===== config.mk =====
export PLATFORM = sky130hd
export DESIGN_NAME = reset_scope_and_clock_source_control
export DESIGN_NICKNAME = d
export VERILOG_FILES = /design/src/reset_scope_pkg.sv /design/src/cause_sync.sv /design/src/osc_pin_ctrl.sv /design/src/reset_scope_and_clock_source_control.sv
export VERILOG_INCLUDE_DIRS = /design/src
export SDC_FILE = /design/constraint.sdc
export NUM_CORES = 1
export LEC_CHECK = 0
export ABC_AREA = 1
export BUFFER_PORTS_ARGS = -buffer_cell sky130_fd_sc_hd__buf_2
export CORE_ASPECT_RATIO = 1.25
export CORE_MARGIN = 5
export CORE_UTILIZATION = 36
export DETAILED_ROUTE_END_ITERATION = 8
export PLACE_DENSITY = 0.74
export SYNTH_ARGS = -nofsm -noshare
export SYNTH_HDL_FRONTEND = slang
export SYNTH_HIERARCHICAL = 1
export SYNTH_SLANG_ARGS = --single-unit

===== constraint.sdc =====
create_clock -name clk -period 2.2 [get_ports clk]
set_input_delay 0.44 -clock clk [delete_from_list [all_inputs] [get_ports clk]]
set_output_delay 0.44 -clock clk [all_outputs]
set_load 0.05 [all_outputs]

===== src/reset_scope_defs.svh =====
// constants for reset scope distribution and clock source control
`ifndef RESET_SCOPE_DEFS_SVH
`define RESET_SCOPE_DEFS_SVH

// ---------------------------------------------------------------
// reset cause bit positions
// ---------------------------------------------------------------
`define NUM_CAUSES 8
`define RC_POR 0
`define RC_EXT 1
`define RC_WDT 2
`define RC_BOD 3
`define RC_SUPPLY_MONITOR_3V3 4
`define RC_CPU 5
`define RC_DBG 6
`define RC_JTAG 7

// ---------------------------------------------------------------
// cause masks, one bit per cause, set where the cause clears the group
// ---------------------------------------------------------------
`define MASK_ALL 8'hff
`define MASK_POR_ONLY 8'h01
`define MASK_NO_WDT 8'hfb
`define MASK_NO_BOD 8'hf7
`define MASK_NO_WDT_DBG 8'hbb

// ---------------------------------------------------------------
// register group indices, msb first as in the packed struct
// ---------------------------------------------------------------
`define NUM_GROUPS 11
`define GRP_CPU 10
`define GRP_SLOW_CRYSTAL_OSC 9
`define GRP_RC_CAL 8
`define GRP_OSC_CTRL 7
`define GRP_ATIMER 6
`define GRP_WDT 5
`define GRP_CORE_REGULATOR_CAL 4
`define GRP_SUPPLY_MONITOR_3V3 3
`define GRP_BOD 2
`define GRP_CLK_CTRL 1
`define GRP_DEBUG 0

// ---------------------------------------------------------------
// oscillators and pins
// ---------------------------------------------------------------
`define NUM_OSC 4
`define NUM_OSC_PINS 4
`define PIN_MAIN_IN 0
`define PIN_MAIN_OUT 1
`define PIN_SLOW_IN 2
`define PIN_SLOW_OUT 3
`define OSC_MAIN 0
`define NUM_EVENTS 4

`endif


===== src/reset_scope_pkg.sv =====
// types shared by the reset scope and clock source control block
package reset_scope_pkg;

    // one reset line per register group
    typedef struct packed {
        logic cpu_bus;
        logic slow_osc;
        logic rc_cal;
        logic osc_ctrl;
        logic async_timer;
        logic wdt_ctrl;
        logic core_regulator_cal;
        logic supply_monitor_3v3_ctrl;
        logic bod_ctrl;
        logic clk_ctrl;
        logic debug;
    } grp_rst_t;

    // what a sleep mode switches off
    typedef struct packed {
        logic osc_off;
        logic bod_off;
        logic reg_lp;
    } sleep_cfg_t;

    typedef enum logic [2:0] {
        ST_RUN = 3'b001,
        ST_SLEEP = 3'b010,
        ST_WAKE = 3'b100
    } sleep_state_t;

endpackage


===== src/cause_sync.sv =====
// two-flop synchroniser for asynchronous reset cause and clock pins
`timescale 1ns/100ps
`default_nettype none
module cause_sync #(
    parameter int WIDTH = 9
) (
    input wire logic clk,
    input wire logic reset,
    input wire logic [WIDTH-1:0] raw,
    output var logic [WIDTH-1:0] sync_q
);
    logic [WIDTH-1:0] meta_q;

    // ---------------------------------------------------------------
    // first stage feeds only the second stage
    // ---------------------------------------------------------------
    always_ff @(posedge clk) begin
        if (reset) begin
            meta_q <= '0;
            sync_q <= '0;
        end else begin
            meta_q <= raw;
            sync_q <= meta_q;
        end
    end
endmodule // cause_sync
`default_nettype wire


===== src/osc_pin_ctrl.sv =====
// per-pin takeover of oscillator pins from the gpio controller
`timescale 1ns/100ps
`default_nettype none
`include "reset_scope_defs.svh"
module osc_pin_ctrl (
    input wire logic clk,
    input wire logic reset,
    input wire logic [3:0] osc_active,
    input wire logic [3:0] osc_drive,
    input wire logic [3:0] osc_oe,
    input wire logic [3:0] gpio_out,
    input wire logic [3:0] gpio_oe,
    output var logic [3:0] pin_out,
    output var logic [3:0] pin_oe
);
    // ---------------------------------------------------------------
    // an active oscillator owns its pin whatever gpio asks for
    // ---------------------------------------------------------------
    genvar p;
    generate
        for (p = 0; p < `NUM_OSC_PINS; p++) begin : g_pin
            wire sel_out = osc_active[p] ? osc_drive[p] : gpio_out[p];
            wire sel_oe = osc_active[p] ? osc_oe[p] : gpio_oe[p];
            always_ff @(posedge clk) begin
                if (reset) begin
                    pin_out[p] <= 1'b0;
                    pin_oe[p] <= 1'b0;
                end else begin
                    pin_out[p] <= sel_out;
                    pin_oe[p] <= sel_oe;
                end
            end
        end
    endgenerate
endmodule // osc_pin_ctrl
`default_nettype wire


===== src/reset_scope_and_clock_source_control.sv =====
// reset scope distribution, sleep gating of clock sources, startup pin
//
// Summary of operation
// - eight reset causes, each clearing own groups
// - slow osc, calibrations cleared only by power-on
// - async timer cleared only by power-on
// - osc, supply monitor, clock control: every cause
// - watchdog skips watchdog; debug skips watchdog, debug
// - brownout control kept through brownout reset
// - sleep stops brownout and fast oscillators; wake restores
// - sleep puts regulator low power; wake restores
// - startup pin shows rc clock until reassigned
// - active oscillator owns its pins over gpio
// - one interrupt line to interrupt controller
// - bus side runs on the bus clock
// - debug halting does not alter behaviour
`timescale 1ns/100ps
`default_nettype none
`include "reset_scope_defs.svh"
module reset_scope_and_clock_source_control
    import reset_scope_pkg::*;
(
    input wire logic clk,
    input wire logic reset,
    input wire logic [7:0] cause_raw,
    input wire logic rc32k_clk,
    input wire logic gpio_reassign,
    input wire logic sleep_enter,
    input wire sleep_cfg_t sleep_cfg,
    input wire logic wake,
    input wire logic [3:0] osc_sw_en,
    input wire logic slow_osc_sw_en,
    input wire logic bod_sw_en,
    input wire logic [3:0] osc_pad_drive,
    input wire logic [3:0] osc_pad_oe,
    input wire logic [3:0] gpio_out,
    input wire logic [3:0] gpio_oe,
    input wire logic [3:0] scu_event,
    output var grp_rst_t group_rst,
    output var logic [3:0] osc_run,
    output var logic slow_osc_run,
    output var logic brownout_detector_en,
    output var logic core_regulator_lp,
    output var logic rc_startup_clock_pin,
    output var logic rc_startup_clock_pin_oe,
    output var logic [3:0] osc_pin_out,
    output var logic [3:0] osc_pin_oe,
    output var logic scu_irq,
    output var logic [2:0] sleep_state
);
    // ---------------------------------------------------------------
    // synchronised pins
    // ---------------------------------------------------------------
    logic [`NUM_CAUSES:0] sync_q;
    logic [`NUM_CAUSES-1:0] cause_q;
    logic rc32k_q;

    // whole block sits on the bus clock, no second domain
    cause_sync #(.WIDTH(`NUM_CAUSES + 1)) u_sync (
        .clk(clk),
        .reset(reset),
        .raw({rc32k_clk, cause_raw}),
        .sync_q(sync_q)
    );
    assign cause_q = sync_q[`NUM_CAUSES-1:0];
    assign rc32k_q = sync_q[`NUM_CAUSES];

    // ---------------------------------------------------------------
    // reset scope table
    // ---------------------------------------------------------------
    logic [7:0] mask_w [`NUM_GROUPS];
    logic [`NUM_GROUPS-1:0] hit_w;
    logic [`NUM_GROUPS-1:0] grp_q;
    wire any_cause = |cause_q;

    // one mask per group; a zero bit means the cause leaves it alone
    assign mask_w[`GRP_CPU] = `MASK_ALL;
    assign mask_w[`GRP_SLOW_CRYSTAL_OSC] = `MASK_POR_ONLY;
    assign mask_w[`GRP_RC_CAL] = `MASK_POR_ONLY;
    assign mask_w[`GRP_OSC_CTRL] = `MASK_ALL;
    assign mask_w[`GRP_ATIMER] = `MASK_POR_ONLY;
    assign mask_w[`GRP_WDT] = `MASK_NO_WDT;
    assign mask_w[`GRP_CORE_REGULATOR_CAL] = `MASK_POR_ONLY;
    assign mask_w[`GRP_SUPPLY_MONITOR_3V3] = `MASK_ALL;
    assign mask_w[`GRP_BOD] = `MASK_NO_BOD;
    assign mask_w[`GRP_CLK_CTRL] = `MASK_ALL;
    assign mask_w[`GRP_DEBUG] = `MASK_NO_WDT_DBG;

    // each group resets while any of its causes is present
    genvar g;
    generate
        for (g = 0; g < `NUM_GROUPS; g++) begin : g_grp
            assign hit_w[g] = |(cause_q & mask_w[g]);
            always_ff @(posedge clk) begin
                if (reset) begin
                    grp_q[g] <= 1'b1;
                end else begin
                    grp_q[g] <= hit_w[g];
                end
            end
        end
    endgenerate
    assign group_rst = grp_rst_t'(grp_q);

    // ---------------------------------------------------------------
    // sleep state machine
    // ---------------------------------------------------------------
    sleep_state_t state_q, state_d;
    sleep_cfg_t cfg_q, cfg_d;

    // debug halt has no input here, so it cannot steer sleep
    always_comb begin
        state_d = state_q;
        cfg_d = cfg_q;
        case (state_q)
            ST_RUN: begin
                if (sleep_enter) begin
                    state_d = ST_SLEEP;
                    cfg_d = sleep_cfg;
                end
            end
            ST_SLEEP: begin
                if (wake) begin
                    state_d = ST_WAKE;
                end
            end
            ST_WAKE: begin
                state_d = ST_RUN;
                cfg_d = '0;
            end
            default: begin
                state_d = ST_RUN;
                cfg_d = '0;
            end
        endcase
        // a reset cause always lands the machine awake
        if (any_cause) begin
            state_d = ST_RUN;
            cfg_d = '0;
        end
    end

    always_ff @(posedge clk) begin
        if (reset) begin
            state_q <= ST_RUN;
            cfg_q <= '0;
        end else begin
            state_q <= state_d;
            cfg_q <= cfg_d;
        end
    end
    assign sleep_state = state_q;

    // ---------------------------------------------------------------
    // clock source and regulator gating
    // ---------------------------------------------------------------
    wire asleep_d = (state_d == ST_SLEEP);
    wire osc_gate_d = asleep_d & cfg_d.osc_off;
    wire bod_gate_d = asleep_d & cfg_d.bod_off;
    wire lp_d = asleep_d & cfg_d.reg_lp;

    // software enables come back untouched on wake, no relaunch needed
    always_ff @(posedge clk) begin
        if (reset) begin
            osc_run <= '0;
            slow_osc_run <= 1'b0;
            brownout_detector_en <= 1'b0;
            core_regulator_lp <= 1'b0;
        end else begin
            osc_run <= osc_gate_d ? '0 : osc_sw_en;
            slow_osc_run <= slow_osc_sw_en;
            brownout_detector_en <= bod_sw_en & ~bod_gate_d;
            core_regulator_lp <= lp_d;
        end
    end

    // ---------------------------------------------------------------
    // startup clock pin
    // ---------------------------------------------------------------
    logic rc_pin_own_q;

    // ownership is regained only by a reset, not by gpio toggling back
    always_ff @(posedge clk) begin
        if (reset || any_cause) begin
            rc_pin_own_q <= 1'b1;
        end else if (gpio_reassign) begin
            rc_pin_own_q <= 1'b0;
        end
    end

    // resampled copy; good enough for a slow observation clock
    always_ff @(posedge clk) begin
        if (reset) begin
            rc_startup_clock_pin <= 1'b0;
        end else begin
            rc_startup_clock_pin <= rc32k_q & rc_pin_own_q;
        end
    end
    assign rc_startup_clock_pin_oe = rc_pin_own_q;

    // ---------------------------------------------------------------
    // oscillator pin takeover
    // ---------------------------------------------------------------
    wire [3:0] pin_active = {slow_osc_run, slow_osc_run,
                             osc_run[`OSC_MAIN], osc_run[`OSC_MAIN]};

    osc_pin_ctrl u_pins (
        .clk(clk),
        .reset(reset),
        .osc_active(pin_active),
        .osc_drive(osc_pad_drive),
        .osc_oe(osc_pad_oe),
        .gpio_out(gpio_out),
        .gpio_oe(gpio_oe),
        .pin_out(osc_pin_out),
        .pin_oe(osc_pin_oe)
    );

    // ---------------------------------------------------------------
    // single interrupt line
    // ---------------------------------------------------------------
    // events are merged; the controller must be set up before use
    always_ff @(posedge clk) begin
        if (reset) begin
            scu_irq <= 1'b0;
        end else begin
            scu_irq <= |scu_event;
        end
    end
endmodule // reset_scope_and_clock_source_control
`default_nettype wire


After elaboration in Yosys (flattened, before gate mapping)
Index checks and enable logic that the tools add are counted.

operators by class
  $add $sub $neg = 0
  $mul = 0
  divide/modulo/power cells = 0
  order comparisons = 0
  equality and inequality tests = 3
  shifts and indexed selects = 0
  muxes and demuxes = 15
  bitwise logic cells = 6
  reduce and logical (&&, ||, !) cells = 7

operators with widths
  operator                                                               number
  3-bit 2-to-1 mux                                                       5
  7-bit OR reduction                                                     2
  3-bit case mux with 2 select lines                                     2
  1-bit 2-to-1 mux                                                       8
  8-bit OR reduction                                                     1
  3-bit by 2-bit equality test with 1-bit output, second input constant  2
  6-bit OR reduction                                                     1
  1-bit AND                                                              5
  4-bit OR reduction                                                     1
  3-bit by 1-bit equality test with 1-bit output, second input constant  1
  2-bit OR reduction                                                     1
  1-bit logical OR                                                       1
  1-bit NOT                                                              1

word-level totals
  bits in registers = 47
  latch bits = 0
  bits in writable memories = 0
  ROM bits = 0
  word-level logic and storage cells = 57
  memories = 0

Depth between registers and ports, before layout
Gate-level depths: netlist of the first run.

  word-level depth = 7
  gate-level depth with buffers = 8
  mapped depth without buffers = 8

Cells and area by module
The synthesis of the first run kept the hierarchy.

by module, submodules not included
  module                                instances  cells each  area each (um^2)  sequential area each (um^2)
  reset_scope_and_clock_source_control  1          109         872.1             420.4
  cause_sync                            1          56          521.8             360.3
  osc_pin_ctrl                          1          49          314.1             160.2

Worst setup path after synthesis of the first run
Ideal clock, no wire load.

  path kind = register to register
  start = register state_q[2] (netlist: sleep_state[2])
  end = register brownout_detector_en
  library setup time = 111 ps
  data arrival time = 1317 ps
  required time = 2089 ps
  path slack = 771 ps
  stages on the path, launching flop included = 7
  buffers on the path = 0
  cell sequence = dfxtp_1 > nand3b_4 > nor2_2 > nor2_2 > nand2_1 > nor2_1 > nor2_1

between the ends
  word-level cells in the longest chain between the ends = 7
  elaborated cells on any way between the ends = 12
  classes of those cells = eq/ne: 3; mux: 6; bitwise: 3

ends and longest elaborated chain
  what                                                                          RTL line                                     RTL
  start, declared                                                               reset_scope_and_clock_source_control.sv:108  sleep_state_t state_q, state_d;
  start signal, assigned                                                        reset_scope_and_clock_source_control.sv:148  state_q <= state_d;
  3-bit by 2-bit equality test with 1-bit output, or another cell as far along  reset_scope_and_clock_source_control.sv:115  case (state_q)
  3-bit case mux with 2 select lines                                            reset_scope_and_clock_source_control.sv:115
  3-bit 2-to-1 mux                                                              reset_scope_and_clock_source_control.sv:137  if (any_cause) begin
  3-bit by 2-bit equality test with 1-bit output                                reset_scope_and_clock_source_control.sv:157  wire asleep_d = (state_d == ST_SLEEP);
  1-bit AND (*)                                                                 reset_scope_and_clock_source_control.sv:159  wire bod_gate_d = asleep_d & cfg_d.bod_off;
  1-bit NOT (*)                                                                 reset_scope_and_clock_source_control.sv:172  brownout_detector_en <= bod_sw_en & ~bod_gate_d;
  1-bit AND (*)                                                                 reset_scope_and_clock_source_control.sv:172
  end signal, assigned                                                          reset_scope_and_clock_source_control.sv:172
  end, declared                                                                 reset_scope_and_clock_source_control.sv:42   output var logic brownout_detector_en,

Mark *: on every way between the ends. The rest lies on a longest branch, timed or not.
A chain may end at the register's enable or synchronous reset.

Final worst setup path of the first run
  start = register osc_run[0]
  end = output osc_run[0]

RTL lines
  what                    RTL line                                     RTL
  start, declared         reset_scope_and_clock_source_control.sv:40   output var logic [3:0] osc_run,
  start signal, assigned  reset_scope_and_clock_source_control.sv:170  osc_run <= osc_gate_d ? '0 : osc_sw_en;

No word-level cell between the ends.

==> metrics.txt, run 1 <==
antenna violations before repair=0; Die Ht=between 80 and 90 um; Synth Area in Compound Gates=2.051%; synth warn=6; Finished Cell Area=0.002186 mm^2; gr usage total=10.87%; clock period minus worst slack=1.532 ns; share of the synthesized area in the top cell type=between 50% and 60%; CTS tree=yes; Synth Instances=214; Setup crit end kind=primary output; Hold WC Path Type=input port to flop; Main synth FF type=dfxtp_1; fin crit share=between 60 and 70%; die area=0.006230 mm^2; Hold-fix buffers, CTS=0; Routed WL=3115 um; final-report hold violation count=0; Synth top cells by count=dfxtp_1 (47), nor2_1 (46), inv_1 (45); Port Buffers=74; register area share after synthesis=55.09%; status=completed; EDFF count, synth=0; Simple-Gate Fraction of Synth Area=27.03%; Avg Cell Area, Syn=7.981 um^2; vias per cell=slightly below 4; CP bufs+invs=1; CTS H-tree lvls=2; RSZ-0062 raised after global routing=false; RD Place Congestion=0.7278; Iter 0 DRT Violations=47; nets@finish=330; DRT antenna net count=0; Antenna Cells=0; Area contributors post-synth=dfxtp_1 (55%), nor2_1 (10%), inv_1 (9.9%), nand2_1 (7.5%), buf_4 (2.6%); crit path DAT=approximately 1.1 ns; Slew HR=68.71%; Post-synth ARST share=0%; Area Growth Syn to Fin=27.99%; Core ar.=0.004659 mm^2; layout cell share with drive strength beyond 1=35.42%; CP Cell Sequence=buf_2; final clock skew=0.008420 ns; clk slew on worst S/H paths=approximately 0.08 ns; WP data required=1.76 ns; via count=1,365; crit path max fanout=9; setup TNS=0 ns; CTS max path bufs=2; Ports=75; Slew @ Worst Pin=0.4694 ns; global-route wire length before repair=5306 um; syn_nets=257; largest family of logic cells by synthesized area=simple AND/OR/NAND/NOR gates; cell area after synthesis=approximately 0.0017 mm^2; area post-placement=0.002082 mm^2; WL per Instance=8.951 um; multiplexer area fraction after synthesis=0%; CTS root buf=clkbuf_8; Setup Fix Bufs, Post-CTS=0; first drt pass iteration count=4; post-synthesis cell type count=23; sequential cell area=~940 um^2; Final Max Tran Viols=0; Overflow after GRT=0; max incr delay on CP=0.48 ns; Synth Area in Adders=0%; hold_ws=0.3143 ns; worst vdd ir=0.2519 mV; starting density of the core=between 30 and 40%; Post-route DRC=0; Worst-Skew Late Latency=around 0.3 ns; area of the multi-input gates=496.7 um^2; Synth Area in XOR/XNOR=0%; Die X=71.61 um; top cell family by delay on the critical path=flip-flops; most common cell in the netlist=dfxtp_1; Pleak=1.236 nW; Max Cap Viol=0; Synth area leader=dfxtp_1; number of clock sinks=47; Final setup viols=0; Fmax=652.8 MHz; Post-CTS Resized=0; Filler Cells Inserted=460; DPL Wire Length=roughly 2400 um; Setup crit start kind=flop; Rows=28; CTS Buf Count=5; CP max stage cell=dfxtp_1; register bit total from synthesis=47; CP Class=flop to primary output; Power Density=about 810 mW/mm^2; largest net degree at the start of global routing=25; vias in the first global route=1,288
-- per-layer routing --
metal	wire length [um]	global-route usage (%)	vias up
met5	0	0	-
met4	64	5.128	0
met3	345	4.619	7
met1	1190	11.34	560
li1	-	-	747
met2	1514	18.73	51
-- registers in the layout, indices dropped and copies added, names as in the netlist --
signal,count
u_sync/meta_q,9
u_sync/sync_q,9
group_rst,5
osc_run,4
u_pins/pin_oe,4
u_pins/pin_out,4
cfg_q,3
sleep_state,3
brownout_detector_en,1
core_regulator_lp,1
rc_startup_clock_pin,1
rc_startup_clock_pin_oe,1
scu_irq,1
slow_osc_run,1
-- worst paths after layout --
check                   start                 endpoint  cells after the start  slack (ns)
max                osc_run[0]               osc_run[0]                      1        0.67
min             gpio_reassign  rc_startup_clock_pin_oe                      2        0.31
max reg2reg    sleep_state[1]     brownout_detector_en                      6        1.02
min reg2reg  u_sync/meta_q[3]         u_sync/sync_q[3]                      2        0.40
-- power breakdown --
part | switching, W | total (W) | internal [W] | leakage (nW)
logic | 0.000221 | 0.000308 | 0.0000868 | 0.797
registers | 0.0000183 | 0.000914 | 0.000896 | 0.389
clock network | 0.000272 | 0.000557 | 0.000286 | 0.0505
total | 0.000511 | 0.00178 | 0.00127 | 1.24
-- layout by cell type (no fill, tap or decap), types with 2 or more instances in the layout --
| master | count |
|---|---|
| buf_2 | 74 |
| dfxtp_1 | 47 |
| nor2_1 | 46 |
| inv_1 | 45 |
| nand2_1 | 34 |
| inv_2 | 7 |
| clkbuf_8 | 7 |
| o21ai_1 | 6 |
| nand2_2 | 5 |
| nor2_2 | 3 |
| nand4_1 | 2 |
-- cell families after synthesis --
kind of cell,after synthesis
flip-flops,47
AND/OR/NAND/NOR,99
AO/OA/AOI/OAI,7
buffers and inverters,61
-- cell type report --
cell class / instances / share of cell area [%]
inverter: 53 / 9.101
clock buffer: 7 / 4.408
multi-input combinational: 106 / 22.72
sequential: 47 / 43.05
tap: 60 / 3.434
clock inverter: 1 / 0.3434
timing repair buffer: 74 / 16.94
-- metrics by stage --
stage,utilization (%),power (W),instances,setup slack (ns)
finish,46.91,0.001779,348,0.6683
global route,46.91,0.001872,348,0.6012
CTS,46.91,0.001806,348,0.6431
detailed placement,44.68,0.001245,340,0.8674
global placement,44.68,0.001240,340,0.9066
floorplan,-,0.001168,214,0.7712
No activity file was read; power rests on OpenSTA's default activity.
==> inputs of run 2 (changes only) <==
ABC_AREA = 0   (was 1)
PLACE_DENSITY = 0.76   (was 0.74)
clock period = 1.37 ns   (was 2.2 ns; I/O delays follow)
==> run 2 against run 1 <==
Compared with the run above:
- flip-flop and latch count did not move
- highest routed layer unchanged
- critical path depth rose by 3
- register-to-register slack got worse by 0.95 ns
- combinational power rose by 72%
==> metrics.txt, run 2 <==
status=completed; Area contributors post-synth=dfxtp_1 (56%), mux2i_1 (4.8%), nor2b_1 (4.5%), and2b_1 (3.6%), buf_4 (3.1%); gr usage total=10.69% (-0.18 points); clk slew on worst S/H paths=0.08 ns (about the same); CTS tree=yes; Max Cap Viol=0 (unchanged); Core ar.=0.004459 mm^2 (-4.3%); register area share after synthesis=56.25% (+1.2 points); layout cell share with drive strength beyond 1=52.31% (+17 points); Final setup viols=0 (unchanged); Routed WL=3247 um (+4.2%); Clock Power Share=35.0% (+3.7 points); Die X=70.97 um (-0.89%); fin crit share=94.88%; Synth Instances=137 (-36%); Finished Cell Area=0.002267 mm^2 (+3.7%); Overflow after GRT=0 (unchanged); Port Buffers=74 (unchanged); vias per cell=4.314 (+10%); CP max stage cell=nor4b_4; RD Place Congestion=0.6818 (-6.3%); most frequent cells in the layout=buf_2 (74), dfxtp_1 (41), nor2b_1 (12), nor2_1 (11); Slew HR=79.11% (+10 points); Final Max Tran Viols=0 (unchanged); Setup crit end kind=flop; switching power=0.0007950 W (+56%); Synth top cells by count=dfxtp_1 (47), nor2b_1 (12), nor2_1 (11); most common cell after layout, fill and taps aside=buf_2; die area=0.006119 mm^2 (-1.8%); antenna violations before repair=0 (unchanged); CTS H-tree lvls=2 (unchanged); largest net degree at the start of global routing=36 (+44%); number of clock sinks=47 (unchanged); Main synth FF type=dfxtp_1; Power Density=1356 mW/mm^2 (+67%); Hold-fix buffers, CTS=0 (unchanged); Post-synth ARST share=0% (unchanged); crit path max fanout=4 (-5); WL met1=1168 um (-1.8%); Worst-Skew Late Latency=0.29 ns (about the same); Synth area leader=dfxtp_1; Tot Pwr=0.003074 W (+73%); CTS root buf=clkbuf_8; via count=1,182 (-13%); Setup crit start kind=flop; Filler Cells Inserted=437 (-5.0%); CP bufs+invs=0 (-1); Pleak=1.029 nW (-17%); Avg Cell Area, Syn=12.21 um^2 (+53%); Comb pwr share=17.2% (about the same); share of the synthesized area in the top cell type=56.25% (+1.2 points); final clock skew=0.007355 ns (-0.001065 ns); top cell family by delay on the critical path=simple AND/OR/NAND/NOR gates; Sw Ratio=25.87% (-2.8 points); first drt pass iteration count=4 (unchanged); Fmax=769.3 MHz; Setup Fix Bufs, Post-CTS=0 (unchanged); DRT antenna net count=0 (unchanged); Ports=75 (unchanged); area post-placement=0.002115 mm^2 (+1.6%); Slew @ Worst Pin=0.3121 ns (-0.1573 ns); CP Cell Sequence=nor3_4 > nand4_4 > nor4b_4 > nor3b_1; DPL Wire Length=2615 um (+7.5%); syn_nets=180 (-30%); clock period minus worst slack=1.300 ns; WL met2=1729 um (+14%); global-route wire length before repair=5099 um (-3.9%); RSZ-0062 raised after global routing=true; sequential share of power=47.7% (-3.7 points); crit path DAT=1.48 ns (+0.39 ns); WP data required=1.55 ns (-0.21 ns); max layer used=met4; final-report hold violation count=0 (unchanged); nets@finish=258 (-22%); internal power=0.002279 W (+80%); CTS max path bufs=2 (unchanged); Area Growth Syn to Fin=35.53%; Rows=27 (-3.6%); starting density of the core=37.51% (+0.86 points); most common cell in the netlist=dfxtp_1; met3 routed WL=264 um (-23%); vias in the first global route=1,157 (-10%); synth warn=6 (unchanged); register bit total from synthesis=47 (unchanged); Antenna Cells=0 (unchanged); Iter 0 DRT Violations=62 (+32%); Hold WC Path Type=input port to flop; CTS Buf Count=5 (unchanged); Die Ht=86.22 um (-0.91%); CP Class=flop to flop; max incr delay on CP=0.39 ns (-0.09 ns); worst vdd ir=0.6517 mV (+160%); cell area after synthesis=0.001673 mm^2 (-2.1%); post-layout util=50.84% (+3.9 points); post-synthesis cell type count=37 (+61%); WL per Instance=11.85 um (+32%); Post-route DRC=0 (unchanged); EDFF count, synth=0 (unchanged)
[run 2: power groups by stage]
stage          Sequential (W)  Clock, W  Combinational, W
3_5_place_dp          0.00150         0          0.000527
4_1_cts               0.00147   0.00111          0.000530
3_3_place_gp          0.00150         0          0.000520
6_report              0.00147   0.00108          0.000530
2_1_floorplan         0.00166         0          0.000218
5_1_grt               0.00148   0.00117          0.000563
[run 2: final timing paths]
check                                 startpoint          endpoint  slack, ns  cells after the start
worst min-delay path                cause_raw[1]  u_sync/meta_q[1]       0.18                      2
worst max-delay path            u_sync/sync_q[7]        osc_run[1]       0.07                      4
worst max register to register  u_sync/sync_q[7]        osc_run[1]       0.07                      4
worst min register to register  u_sync/meta_q[4]  u_sync/sync_q[4]       0.44                      1
[run 2: cells by family (layout without fill, tap and decap cells)]
kind of cell	Yosys count	in the layout	share of synthesized area [%]
AND/OR/NAND/NOR	62	62	28.05
flip-flops	47	47	56.25
AO/OA/AOI/OAI	6	6	4.039
multiplexers	11	11	7.030
buffers and inverters	11	90	4.636
[run 2: layout make-up]
| cell class | instances | area (um^2) | area share, % |
|---|---|---|---|
| clock buffer | 7 | 97.59 | 4.305 |
| sequential | 47 | 955.9 | 42.16 |
| multi-input combinational | 79 | 684.4 | 30.19 |
| timing repair buffer | 81 | 422.9 | 18.65 |
| inverter | 1 | 3.754 | 0.1656 |
| tap | 58 | 72.57 | 3.201 |
| clock inverter | 1 | 30.03 | 1.325 |
[run 2: metal layers]
layer / track usage [%] / up-vias
li1: - / 612
met1: 10.12 / 518
met2: 19.41 / 44
met3: 4.292 / 8
met4: 5.983 / 0
met5: 0 / -
[run 2: through the flow]
| stage | instances | hold slack [ns] | TNS, ns | setup slack [ns] |
|---|---|---|---|---|
| 6_report | 274 | 0.1819 | 0 | 0.07018 |
| 3_3_place_gp | 266 | 0.4201 | 0 | 0.04277 |
| 2_1_floorplan | 137 | 0.3456 | -0.005990 | -0.005990 |
| 4_1_cts | 274 | 0.1685 | 0 | 0.008061 |
| 3_5_place_dp | 266 | 0.4233 | -0.1498 | -0.04287 |
| 5_1_grt | 274 | 0.1651 | -0.04562 | -0.02335 |
[run 2: timing repair]
| item | 4_1_cts | 5_1_grt |
|---|---|---|
| gates resized for setup | 1 | 6 |
| hold endpoints to repair | 0 | 0 |
| pin swaps | 1 | 6 |
| setup endpoints to repair | 4 | 7 |
